$ cat src/verilog/nvm_pkg.sv
// Purpose: shared constants for the nonvolatile self-access controller
// Assumes: 250 MHz aclk, AXI4-Lite with 32-bit data, 8-bit addresses
// Notes: register data sits in bits 7:0, upper bits read as zero
package nvm_pkg;

  localparam int unsigned CLK_MHZ = 250;
  localparam int unsigned ERASE_TIME_US = 2000;
  localparam int unsigned ERASE_CYC = ERASE_TIME_US * CLK_MHZ;
  localparam int unsigned TMR_W = 20;

  localparam logic [7:0] A_CTRL = 8'h00;
  localparam logic [7:0] A_KEY = 8'h04;
  localparam logic [7:0] A_ADRL = 8'h08;
  localparam logic [7:0] A_ADRH = 8'h0c;
  localparam logic [7:0] A_DATL = 8'h10;
  localparam logic [7:0] A_DATH = 8'h14;
  localparam logic [7:0] A_STAT = 8'h18;

  localparam int unsigned CTL_RD = 0;
  localparam int unsigned CTL_WR = 1;
  localparam int unsigned CTL_PERMIT = 2;
  localparam int unsigned CTL_ABORT = 3;
  localparam int unsigned CTL_ROWER = 4;
  localparam int unsigned CTL_PGD = 7;
  localparam int unsigned ST_DONE = 0;
  localparam int unsigned ST_BUSY = 1;

  localparam logic [7:0] KEY1 = 8'h55;
  localparam logic [7:0] KEY2 = 8'haa;

  localparam int unsigned ADRH_W = 5;
  localparam int unsigned DATH_W = 6;
  localparam int unsigned WORD_W = 14;
  localparam int unsigned PADDR_W = 13;
  localparam int unsigned ROW_LSB = 5;
  localparam logic [1:0] SETUP_LAST = 2'h1;

  localparam logic [1:0] RESP_OKAY = 2'h0;
  localparam logic [1:0] RESP_SLVERR = 2'h2;

  typedef enum logic [2:0] {
    ST_IDLE = 3'b000,
    ST_RD_WAIT = 3'b001,
    ST_RD_ACC = 3'b010,
    ST_RD_LATCH = 3'b011,
    ST_EE_WR = 3'b100,
    ST_ER_SETUP = 3'b101,
    ST_ER_RUN = 3'b110
  } state_t;

endpackage

$ cat src/verilog/nvm_timer.sv
// Purpose: down-counter that times a write or erase cycle
// Assumes: load and stop come from logic on aclk
// Notes: done pulses exactly cycles-1 edges after the load edge
`timescale 1ns/100ps
module nvm_timer
  import nvm_pkg::*;
(
  input wire logic aclk,
  input wire logic aresetn,
  input wire logic load,
  input wire logic stop,
  input wire logic [TMR_W-1:0] cycles,
  output logic done
);

  logic [TMR_W-1:0] cnt_q;

  always_ff @(posedge aclk) begin
    if (!aresetn) begin
      cnt_q <= '0;
    end else if (stop) begin
      cnt_q <= '0;
    end else if (load) begin
      cnt_q <= cycles;
    end else if (cnt_q != '0) begin
      cnt_q <= cnt_q - 1'b1;
    end
  end

  assign done = (cnt_q == TMR_W'(1)) && !stop;

endmodule

$ cat src/verilog/nvm_unlock.sv
// Purpose: two-key unlock sequencer guarding write and erase triggers
// Assumes: strobes are single-cycle register write events
// Notes: armed lasts only until the next register write, unless that write is to the key register with wstrb[0] low
`timescale 1ns/100ps
module nvm_unlock
  import nvm_pkg::*;
(
  input wire logic aclk,
  input wire logic aresetn,
  input wire logic key_wr,
  input wire logic [7:0] key_val,
  input wire logic other_wr,
  output logic armed
);

  logic got1_q;
  logic armed_q;

  always_ff @(posedge aclk) begin
    if (!aresetn) begin
      got1_q <= 1'b0;
      armed_q <= 1'b0;
    end else if (key_wr) begin
      got1_q <= (key_val == KEY1);
      armed_q <= got1_q && (key_val == KEY2);
    end else if (other_wr) begin
      got1_q <= 1'b0;
      armed_q <= 1'b0;
    end
  end

  assign armed = armed_q;

endmodule

$ cat src/verilog/nvm_self_access.sv
// Purpose: EEPROM byte write, Flash word read and Flash row erase control
// Assumes: array macro answers a read one cycle after mem_rd_en
// Notes: warm_rst_pin models an external or watchdog reset of the core
`timescale 1ns/100ps
module nvm_self_access
  import nvm_pkg::*;
#(
  parameter int unsigned EE_WRITE_CYC = ERASE_CYC,
  parameter int unsigned ERASE_RUN_CYC = ERASE_CYC
) (
  input wire logic aclk,
  input wire logic aresetn,
  input wire logic [7:0] awaddr,
  input wire logic awvalid,
  output logic awready,
  input wire logic [31:0] wdata,
  input wire logic [3:0] wstrb,
  input wire logic wvalid,
  output logic wready,
  output logic [1:0] bresp,
  output logic bvalid,
  input wire logic bready,
  input wire logic [7:0] araddr,
  input wire logic arvalid,
  output logic arready,
  output logic [31:0] rdata,
  output logic [1:0] rresp,
  output logic rvalid,
  input wire logic rready,
  output logic [PADDR_W-1:0] mem_addr,
  output logic mem_rd_en,
  input wire logic [WORD_W-1:0] mem_rdata,
  output logic ee_wr_en,
  output logic [7:0] ee_data,
  output logic erase_en,
  output logic cpu_stall,
  output logic insn_skip,
  input wire logic warm_rst_pin
);

  state_t state_q;
  logic aw_have_q;
  logic w_have_q;
  logic [7:0] awaddr_q;
  logic [7:0] wdata_q;
  logic wstrb0_q;
  logic bvalid_q;
  logic [1:0] bresp_q;
  logic rvalid_q;
  logic [31:0] rdata_q;
  logic [1:0] rresp_q;
  logic [7:0] araddr_q;
  logic pgd_q;
  logic rower_q;
  logic permit_q;
  logic abort_q;
  logic wr_q;
  logic rd_q;
  logic done_q;
  logic [7:0] adrl_q;
  logic [ADRH_W-1:0] adrh_q;
  logic [7:0] datl_q;
  logic [DATH_W-1:0] dath_q;
  logic [1:0] setup_q;
  logic tmr_load_q;
  logic warm_s1_q;
  logic warm_s2_q;
  logic wr_fire;
  logic wr_en;
  logic ctrl_wr;
  logic armed;
  logic trig_ok;
  logic rd_ok;
  logic abort_evt;
  logic complete;
  logic tmr_done;
  logic setup_last;
  logic [7:0] ctrl_rd;
  logic [7:0] rd_mux;
  logic [TMR_W-1:0] tmr_cycles;

  function automatic logic mapped(input logic [7:0] a);
    mapped = (a == A_CTRL) || (a == A_KEY) || (a == A_ADRL) ||
             (a == A_ADRH) || (a == A_DATL) || (a == A_DATH) ||
             (a == A_STAT);
  endfunction

  // AXI4-Lite write side: address and data may arrive in either order
  assign awready = !aw_have_q;
  assign wready = !w_have_q;
  assign bvalid = bvalid_q;
  assign bresp = bresp_q;
  assign wr_fire = aw_have_q && w_have_q && !bvalid_q;
  assign wr_en = wr_fire && wstrb0_q;
  assign ctrl_wr = wr_en && (awaddr_q == A_CTRL);

  always_ff @(posedge aclk) begin
    if (!aresetn) begin
      aw_have_q <= 1'b0;
      awaddr_q <= 8'h00;
    end else if (awvalid && awready) begin
      aw_have_q <= 1'b1;
      awaddr_q <= awaddr;
    end else if (wr_fire) begin
      aw_have_q <= 1'b0;
    end
  end

  always_ff @(posedge aclk) begin
    if (!aresetn) begin
      w_have_q <= 1'b0;
      wdata_q <= 8'h00;
      wstrb0_q <= 1'b0;
    end else if (wvalid && wready) begin
      w_have_q <= 1'b1;
      wdata_q <= wdata[7:0];
      wstrb0_q <= wstrb[0];
    end else if (wr_fire) begin
      w_have_q <= 1'b0;
    end
  end

  always_ff @(posedge aclk) begin
    if (!aresetn) begin
      bvalid_q <= 1'b0;
      bresp_q <= RESP_OKAY;
    end else if (wr_fire) begin
      bvalid_q <= 1'b1;
      bresp_q <= mapped(awaddr_q) ? RESP_OKAY : RESP_SLVERR;
    end else if (bready) begin
      bvalid_q <= 1'b0;
    end
  end

  // Read side answers one cycle after the address is taken
  assign arready = !rvalid_q;
  assign rvalid = rvalid_q;
  assign rdata = rdata_q;
  assign rresp = rresp_q;

  always_comb begin
    ctrl_rd = 8'h00;
    ctrl_rd[CTL_PGD] = pgd_q;
    ctrl_rd[CTL_ROWER] = rower_q;
    ctrl_rd[CTL_ABORT] = abort_q;
    ctrl_rd[CTL_PERMIT] = permit_q;
    ctrl_rd[CTL_WR] = wr_q;
    ctrl_rd[CTL_RD] = rd_q;
  end

  always_comb begin
    rd_mux = 8'h00;
    case (araddr)
      A_CTRL: rd_mux = ctrl_rd;
      A_KEY: rd_mux = 8'h00;
      A_ADRL: rd_mux = adrl_q;
      A_ADRH: rd_mux = {{(8-ADRH_W){1'b0}}, adrh_q};
      A_DATL: rd_mux = datl_q;
      A_DATH: rd_mux = {{(8-DATH_W){1'b0}}, dath_q};
      A_STAT: begin
        rd_mux[ST_DONE] = done_q;
        rd_mux[ST_BUSY] = wr_q;
      end
      default: rd_mux = 8'h00;
    endcase
  end

  always_ff @(posedge aclk) begin
    if (!aresetn) begin
      rvalid_q <= 1'b0;
      rdata_q <= 32'h0000_0000;
      rresp_q <= RESP_OKAY;
      araddr_q <= 8'h00;
    end else if (arvalid && arready) begin
      rvalid_q <= 1'b1;
      rdata_q <= {24'h00_0000, rd_mux};
      rresp_q <= mapped(araddr) ? RESP_OKAY : RESP_SLVERR;
      araddr_q <= araddr;
    end else if (rready) begin
      rvalid_q <= 1'b0;
    end
  end

  // Core reset pin is asynchronous to aclk
  always_ff @(posedge aclk) begin
    if (!aresetn) begin
      warm_s1_q <= 1'b0;
      warm_s2_q <= 1'b0;
    end else begin
      warm_s1_q <= warm_rst_pin;
      warm_s2_q <= warm_s1_q;
    end
  end

  nvm_unlock u_unlock (
    .aclk(aclk),
    .aresetn(aresetn),
    .key_wr(wr_en && (awaddr_q == A_KEY)),
    .key_val(wdata_q),
    .other_wr(wr_fire && (awaddr_q != A_KEY)),
    .armed(armed)
  );

  // Space select and row erase are taken as they stood before this write
  assign trig_ok = ctrl_wr && wdata_q[CTL_WR] && !wr_q &&
                   (state_q == ST_IDLE) && permit_q &&
                   armed && (!pgd_q || rower_q);
  assign rd_ok = ctrl_wr && wdata_q[CTL_RD] && !trig_ok &&
                 (state_q == ST_IDLE) && pgd_q;
  assign abort_evt = warm_s2_q && wr_q;
  assign complete = tmr_done && !abort_evt &&
                    ((state_q == ST_EE_WR) || (state_q == ST_ER_RUN));
  assign setup_last = (setup_q == SETUP_LAST);

  always_ff @(posedge aclk) begin
    if (!aresetn) begin
      state_q <= ST_IDLE;
    end else if (abort_evt) begin
      state_q <= ST_IDLE;
    end else begin
      case (state_q)
        ST_IDLE: begin
          if (trig_ok) begin
            state_q <= pgd_q ? ST_ER_SETUP : ST_EE_WR;
          end else if (rd_ok) begin
            state_q <= ST_RD_WAIT;
          end
        end
        ST_RD_WAIT: state_q <= ST_RD_ACC;
        ST_RD_ACC: state_q <= ST_RD_LATCH;
        ST_RD_LATCH: state_q <= ST_IDLE;
        ST_EE_WR: begin
          if (complete) begin
            state_q <= ST_IDLE;
          end
        end
        ST_ER_SETUP: begin
          if (setup_last) begin
            state_q <= ST_ER_RUN;
          end
        end
        ST_ER_RUN: begin
          if (complete) begin
            state_q <= ST_IDLE;
          end
        end
        default: state_q <= ST_IDLE;
      endcase
    end
  end

  always_ff @(posedge aclk) begin
    if (!aresetn) begin
      setup_q <= 2'h0;
    end else if (state_q == ST_ER_SETUP) begin
      setup_q <= setup_q + 2'h1;
    end else begin
      setup_q <= 2'h0;
    end
  end

  always_ff @(posedge aclk) begin
    if (!aresetn) begin
      tmr_load_q <= 1'b0;
    end else begin
      tmr_load_q <= !abort_evt &&
        ((trig_ok && !pgd_q) ||
         ((state_q == ST_ER_SETUP) && setup_last));
    end
  end

  assign tmr_cycles = (state_q == ST_ER_RUN) ?
                      TMR_W'(ERASE_RUN_CYC) : TMR_W'(EE_WRITE_CYC);

  nvm_timer u_timer (
    .aclk(aclk),
    .aresetn(aresetn),
    .load(tmr_load_q),
    .stop(abort_evt),
    .cycles(tmr_cycles),
    .done(tmr_done)
  );

  // Trigger bits ignore software clears; a set lost to a busy block stays 0
  always_ff @(posedge aclk) begin
    if (!aresetn) begin
      wr_q <= 1'b0;
    end else if (complete || abort_evt) begin
      wr_q <= 1'b0;
    end else if (trig_ok) begin
      wr_q <= 1'b1;
    end
  end

  always_ff @(posedge aclk) begin
    if (!aresetn) begin
      rd_q <= 1'b0;
    end else if (state_q == ST_RD_LATCH) begin
      rd_q <= 1'b0;
    end else if (rd_ok) begin
      rd_q <= 1'b1;
    end
  end

  // Permit only follows software, so it cannot cut a running cycle short
  always_ff @(posedge aclk) begin
    if (!aresetn) begin
      permit_q <= 1'b0;
      rower_q <= 1'b0;
    end else if (ctrl_wr) begin
      permit_q <= wdata_q[CTL_PERMIT];
      rower_q <= wdata_q[CTL_ROWER];
    end
  end

  always_ff @(posedge aclk) begin
    if (!aresetn) begin
      pgd_q <= 1'b0;
    end else if (ctrl_wr && !wr_q) begin
      pgd_q <= wdata_q[CTL_PGD];
    end
  end

  always_ff @(posedge aclk) begin
    if (!aresetn) begin
      abort_q <= 1'b0;
    end else if (abort_evt) begin
      abort_q <= 1'b1;
    end else if (ctrl_wr) begin
      abort_q <= wdata_q[CTL_ABORT];
    end
  end

  // Set wins over a same-cycle write-one-to-clear
  always_ff @(posedge aclk) begin
    if (!aresetn) begin
      done_q <= 1'b0;
    end else if (complete) begin
      done_q <= 1'b1;
    end else if (wr_en && (awaddr_q == A_STAT) && wdata_q[ST_DONE]) begin
      done_q <= 1'b0;
    end
  end

  // Address is never touched by hardware, so an abort leaves it intact
  always_ff @(posedge aclk) begin
    if (!aresetn) begin
      adrl_q <= 8'h00;
      adrh_q <= '0;
    end else if (wr_en && (awaddr_q == A_ADRL)) begin
      adrl_q <= wdata_q;
    end else if (wr_en && (awaddr_q == A_ADRH)) begin
      adrh_q <= wdata_q[ADRH_W-1:0];
    end
  end

  always_ff @(posedge aclk) begin
    if (!aresetn) begin
      datl_q <= 8'h00;
      dath_q <= '0;
    end else if (state_q == ST_RD_LATCH) begin
      datl_q <= mem_rdata[7:0];
      dath_q <= mem_rdata[WORD_W-1:8];
    end else if (wr_en && (awaddr_q == A_DATL)) begin
      datl_q <= wdata_q;
    end else if (wr_en && (awaddr_q == A_DATH)) begin
      dath_q <= wdata_q[DATH_W-1:0];
    end
  end

  always_comb begin
    if (state_q == ST_ER_RUN) begin
      mem_addr = {adrh_q, adrl_q[7:ROW_LSB], {ROW_LSB{1'b0}}};
    end else if (state_q == ST_EE_WR) begin
      mem_addr = {{ADRH_W{1'b0}}, adrl_q};
    end else begin
      mem_addr = {adrh_q, adrl_q};
    end
  end

  assign mem_rd_en = (state_q == ST_RD_ACC);
  assign ee_wr_en = tmr_load_q && (state_q == ST_EE_WR);
  assign erase_en = tmr_load_q && (state_q == ST_ER_RUN);
  assign ee_data = datl_q;
  assign cpu_stall = (state_q == ST_ER_RUN);
  assign insn_skip = (state_q == ST_RD_ACC) ||
                     (state_q == ST_ER_SETUP);
endmodule

$ cat config.mk
export PLATFORM = sky130hd
export DESIGN_NAME = nvm_self_access
export DESIGN_NICKNAME = d
export VERILOG_FILES = /design/src/verilog/nvm_pkg.sv /design/src/verilog/nvm_timer.sv /design/src/verilog/nvm_unlock.sv /design/src/verilog/nvm_self_access.sv
export SDC_FILE = /design/constraint.sdc
export NUM_CORES = 1
export LEC_CHECK = 0
export ABC_CLOCK_PERIOD_IN_PS = 2500
export CAP_MARGIN = 20
export CORE_AREA = 3 3 109 111
export CTS_CLUSTER_SIZE = 40
export DETAILED_ROUTE_END_ITERATION = 10
export DIE_AREA = 0 0 112 114
export DONT_BUFFER_PORTS = 1
export PLACE_DENSITY = 0.59
export SLEW_MARGIN = 20
export SYNTH_ARGS = -nofsm -noshare
export SYNTH_HDL_FRONTEND = slang
export SYNTH_SLANG_ARGS = --single-unit
$ cat constraint.sdc
create_clock -name aclk -period 2.5 [get_ports aclk]
set_input_delay 0.375 -clock aclk [delete_from_list [all_inputs] [get_ports aclk]]
set_output_delay 0.375 -clock aclk [all_outputs]
set_load 0.02 [all_outputs]
==> results.sh, run 1 <==
export IMPL_grt_overflow=0
export IMPL_fp_coreArea_um2=10900
export IMPL_wl_per_cell_um=17.1
export IMPL_yosysMostFrequentCell="dfxtp_1"
export IMPL_rsz0062_at_grt="false"
export IMPL_numCtsBuffers=9
export IMPL_worstMarginPinSlew_ps=812
export IMPL_postCtsSetupBuffers=0
export IMPL_fill_cells=1084
export IMPL_worst_r2r_setup_slack_ps=340
export IMPL_ir_worst_vdd_uv=725
export IMPL_hpwl_um=8800
export IMPL_cts_resized=0
export IMPL_synth_edf_count=0
export IMPL_critPathArrivalTime_ps=1830
export IMPL_clkTransAtPathRegs_ps=100
export IMPL_relSlewSlack_pct=45.7
export IMPL_finalCritPeriodShare_pct=88.3
export IMPL_synth_top_area_cell="dfxtp_1"
export IMPL_routabilityCongestion=0.815
export IMPL_numClockSinks=95
export IMPL_crit_start="tmr_load_q$_SDFF_PN0_"
export IMPL_synth_main_ff_cell="dfxtp_1"
export IMPL_grt_antenna_before_repair=0
export IMPL_hold_depth=1
export IMPL_dp_slack_ps=333
export IMPL_grt_pass1_vias=3845
export IMPL_finalWirelength_um=12200
export IMPL_hold_viol_final=0
export IMPL_yosys_warnings=0
export IMPL_synth_distinct_cells=56
export IMPL_syn_area_per_cell_um2=8.54
export IMPL_grt_max_degree=66
export IMPL_setup_viol=0
export IMPL_drive_above_1_share_pct=6.14
export IMPL_row_count=38
export IMPL_drtIter0Drc=248
export IMPL_drv_slew=0
export IMPL_r2r_start="awaddr_q[0]$_SDFFE_PN0P_"
export IMPL_numPortBuffers=0
export IMPL_synth_area_top_cells="dfxtp_1, mux2i_1, a21oi_1"
export IMPL_critical_path_required_ps=2120
export IMPL_die_area_um2=12800
export IMPL_n_antenna_cell=0
export IMPL_max_freq_mhz=453
export IMPL_startpoint_type="flip-flop"
export IMPL_finalSetupTns_ps=0
export IMPL_status="complete, no violations"
export IMPL_die_y_um=114
export IMPL_drtAntennaViolNets=0
export IMPL_start_util_pct=45.0
export IMPL_clk_insertion_delay_late_ps=380
export IMPL_clock_skew_ps=11.0
export IMPL_fin_nets=642
export IMPL_synth_top_area_share_pct=38.8
export IMPL_num_vias=4024
export IMPL_p_leak_nw=1.99
export IMPL_ctsRootBufferMaster="clkbuf_8"
export IMPL_post_drt_via_cell_ratio=5.67
export IMPL_dieWidth_um=112
export IMPL_synth_async_reset_ratio_pct=0
export IMPL_ys_ff_latch=95
export IMPL_cts_max_level=3
export IMPL_track_usage_pct=19.7
export IMPL_crit_type="reg2out"
export IMPL_io_pins=141
export IMPL_worstHoldPathType="in2reg"
export IMPL_ys_top_cells_by_count="dfxtp_1, nand2_1, a21oi_1"
export IMPL_fin_ws_ps=293
export IMPL_crit_fanout=10
export IMPL_netlist_area_um2=4900
export IMPL_pwr_density_cell_nw_per_um2=897
export IMPL_crit_path_end_kind="primary output"
export IMPL_cts_tree="done"
export IMPL_reg2regPathDepth=4
export IMPL_grt_pass1_wl_um=20200
export IMPL_holdBufCountCts=0
export IMPL_syn_to_final_growth_pct=5.00
export IMPL_route_detailed_drc=0
export IMPL_maxCapViolations=0
export IMPL_period_minus_slack_ps=2210
export IMPL_dr_pass1_iters=4
export IMPL_worstHoldStart="warm_rst_pin"
export IMPL_seq_area_frac_synth_pct=38.8
export IMPL_clockBufferDepth=2
export IMPL_synthCells=574
[flip-flops by register name (all words and copies together), names as in the netlist, 2 cells and up]
name	cells
u_timer.cnt_q	20
adrl_q	8
awaddr_q	8
ee_data	8
rdata	8
wdata_q	8
dath_q	6
adrh_q	5
state_q	3
setup_q	2
[final timing paths]
check | to
min | warm_s1_q$_SDFF_PN0_
max | ee_wr_en
max reg2reg | dath_q[0]$_SDFFE_PN0P_
min reg2reg | setup_q[0]$_SDFF_PN0_
[where the power goes]
part / internal [W] / switching, W
clock network: 0.000476 / 0.000578
registers: 0.00168 / 0.000213
logic: 0.000685 / 0.000986
[layer usage]
layer	GRT usage, %	up-vias	wire [um]	share of wire, %
li1	-	2016	-	-
met1	25.7	1883	5530	45
met2	32.7	118	5820	48
met3	5.25	7	755	6.2
met4	4.65	0	65	0.53
met5	0	-	0	0
[through the flow]
step                cells  hold WS, ps  instance area [um^2]  utilization [%]  total power [W]
global placement      694          407                  4940             45.4          0.00354
CTS                   710         93.9                  5150             47.3          0.00465
global route          710         92.5                  5150             47.3          0.00497
finish                710          119                  5150             47.3          0.00462
detailed placement    694          415                  4940             45.4          0.00357
floorplan             599          398                  5000                -          0.00312
[worst max-delay path, cell delays in order, from the launching register on]
cell	delay (ps)
dfxtp_1	510
clkinv_1	390
nor3_1	350
buf_4	200
[area by class of cell]
type | instances | area (um^2) | area share [%]
multi-input combinational | 431 | 2710 | 52.6
timing repair buffer | 14 | 105 | 2.04
clock buffer | 9 | 124 | 2.41
sequential | 95 | 1900 | 36.9
clock inverter | 7 | 78.8 | 1.53
inverter | 14 | 52.6 | 1.02
tap | 140 | 175 | 3.40
[cells in the final DEF (no fill, tap or decap), types with 3 or more instances in the layout]
cell type	n
a21boi_0	14
nor3_1	14
nor2b_1	35
nor4b_1	3
a22o_1	4
a21oi_1	45
and3_1	8
nor4_1	10
mux2i_1	42
nand4b_1	3
inv_1	13
nand4_1	6
clkbuf_8	9
or4_1	13
o31ai_1	9
nor2_1	18
a31oi_1	10
o21ai_0	27
nand3b_1	14
nand3_1	12
and2_1	10
dfxtp_1	95
o41ai_1	3
conb_1	26
nand2b_1	3
or3_1	11
ha_1	3
nor4bb_1	3
nand2_1	53
buf_4	14
[kinds of logic (layout without fill, tap and decap cells)]
family / after synthesis / count (layout) / synth area share, %
fa+ha+maj: 3 / 3 / 0.766
mux: 42 / 42 / 8.58
flops: 95 / 95 / 38.8
xor+xnor: 1 / 1 / 0.179
compound gates: 132 / 132 / 17.0
other cells: 1 / 26 / 0.0765
simple gates: 227 / 227 / 26.8
buf+inv: 73 / 44 / 7.84
No activity file was read; power rests on OpenSTA's default activity.
==> inputs of run 2 (changes only) <==
==> constraint.sdc (replaced) <==
create_clock -name aclk -period 2.5 [get_ports aclk]
set_input_delay 0.5 -clock aclk [delete_from_list [all_inputs] [get_ports aclk]]
set_output_delay 0.5 -clock aclk [all_outputs]
set_load 0.02 [all_outputs]
==> results.sh, run 2 (synthesized netlist as in run 1, its figures left out) <==
export IMPL_grt_max_degree=66
export IMPL_worstMarginPinSlew_ps=803
export IMPL_dr_pass1_iters=4
export IMPL_routabilityCongestion=0.815
export IMPL_largest_register="u_timer.cnt_q"
export IMPL_row_count=38
export IMPL_path_cells="clkinv_1 -> nor3_1 -> buf_4"
export IMPL_cts_max_level=3
export IMPL_io_pins=141
export IMPL_grt_pass1_vias=3880
export IMPL_hpwl_um=8870
export IMPL_critical_path_required_ps=2000
export IMPL_numCtsBuffers=9
export IMPL_wl_met2_um=5800
export IMPL_post_drt_via_cell_ratio=5.68
export IMPL_finalWirelength_um=12200
export IMPL_wl_met3_um=543
export IMPL_finalSetupTns_ps=0
export IMPL_clock_skew_ps=12.8
export IMPL_die_area_um2=12800
export IMPL_drtAntennaViolNets=0
export IMPL_clkTransAtPathRegs_ps=90
export IMPL_postCtsSetupBuffers=0
export IMPL_max_freq_mhz=441
export IMPL_worstHoldPathType="in2reg"
export IMPL_hold_viol_final=0
export IMPL_ctsRootBufferMaster="clkbuf_8"
export IMPL_grt_overflow=0
export IMPL_critPathArrivalTime_ps=1770
export IMPL_wl_met1_um=5720
export IMPL_clk_insertion_delay_late_ps=380
export IMPL_grt_antenna_before_repair=0
export IMPL_numPortBuffers=0
export IMPL_grt_pass1_wl_um=20000
export IMPL_dp_slack_ps=347
export IMPL_drv_slew=0
export IMPL_crit_fanout=10
export IMPL_hold_ws_ps=244
export IMPL_fp_coreArea_um2=10900
export IMPL_startpoint_type="flip-flop"
export IMPL_topRoutingLayerUsed="met4"
export IMPL_setup_viol=0
export IMPL_layout_commonest_cell="dfxtp_1"
export IMPL_p_leak_nw=1.97
export IMPL_maxCapViolations=0
export IMPL_holdBufCountCts=0
export IMPL_route_detailed_drc=0
export IMPL_worst_path_largest_cell_delay_ps=500
export IMPL_pwr_density_cell_nw_per_um2=881
export IMPL_period_minus_slack_ps=2270
export IMPL_final_cell_mix="dfxtp_1, nand2_1, a21oi_1"
export IMPL_start_util_pct=45.0
export IMPL_finalCritPeriodShare_pct=90.8
export IMPL_numClockSinks=95
export IMPL_worst_path_buf_inv=2
export IMPL_drive_above_1_share_pct=6.13
export IMPL_cts_resized=0
export IMPL_clockBufferDepth=2
export IMPL_relSlewSlack_pct=46.3
export IMPL_crit_path_end_kind="primary output"
export IMPL_wl_per_cell_um=17.2
export IMPL_track_usage_pct=19.5
export IMPL_cp_slowest_cell="dfxtp_1"
export IMPL_p_total_w=0.00452
export IMPL_fin_ws_ps=231
export IMPL_cts_tree="done"
export IMPL_fin_nets=643
export IMPL_n_antenna_cell=0
export IMPL_rsz0062_at_grt="false"
export IMPL_largest_reg_flops=20
export IMPL_dieWidth_um=112
export IMPL_num_vias=4038
export IMPL_ir_worst_vdd_uv=595
export IMPL_drtIter0Drc=284
export IMPL_cp_top_family="buffers and inverters"
export IMPL_die_y_um=114
export IMPL_crit_type="reg2out"
export IMPL_syn_to_final_growth_pct=4.59
export IMPL_status="complete, no violations"
[run 2: stage by stage]
stage               utilization (%)  cell area (um^2)  cells
floorplan                         -              5000    599
global placement               45.5              4950    695
detailed placement             45.5              4950    695
CTS                            47.1              5130    711
global route                   47.1              5130    711
finish                         47.1              5130    711
[run 2: path summary, 6_finish.rpt]
kind | from | end | slack (ps) | cells past startpoint
worst max-delay path | tmr_load_q$_SDFF_PN0_ | ee_wr_en | 230 | 3
worst min-delay path | wvalid | w_have_q$_SDFFE_PN0P_ | 240 | 2
worst max register to register | u_timer.cnt_q[9]$_SDFFE_PP0P_ | u_timer.cnt_q[15]$_SDFFE_PP0P_ | 340 | 4
worst min register to register | setup_q[0]$_SDFF_PN0_ | setup_q[0]$_SDFF_PN0_ | 430 | 1
[run 2: final cells by class]
class	instances	area, um^2
fillers	1066	5760
clock buffers	11	141
multi-input cells	431	2710
inverters	14	52.6
clock inverters	5	33.8
well taps	140	175
flip-flops and latches	95	1900
repair buffers	15	113
[run 2: power breakdown]
part           switching, W  internal [W]  leakage, nW
logic              0.000990      0.000685         1.12
registers          0.000209       0.00168        0.773
clock network      0.000565      0.000388       0.0853
total               0.00176       0.00275         1.97
[run 2: layer usage]
layer / vias to the layer above / GRT usage, %
li1: 2015 / -
met1: 1906 / 25.7
met2: 103 / 32.1
met3: 14 / 3.40
met4: 0 / 7.45
met5: - / 0
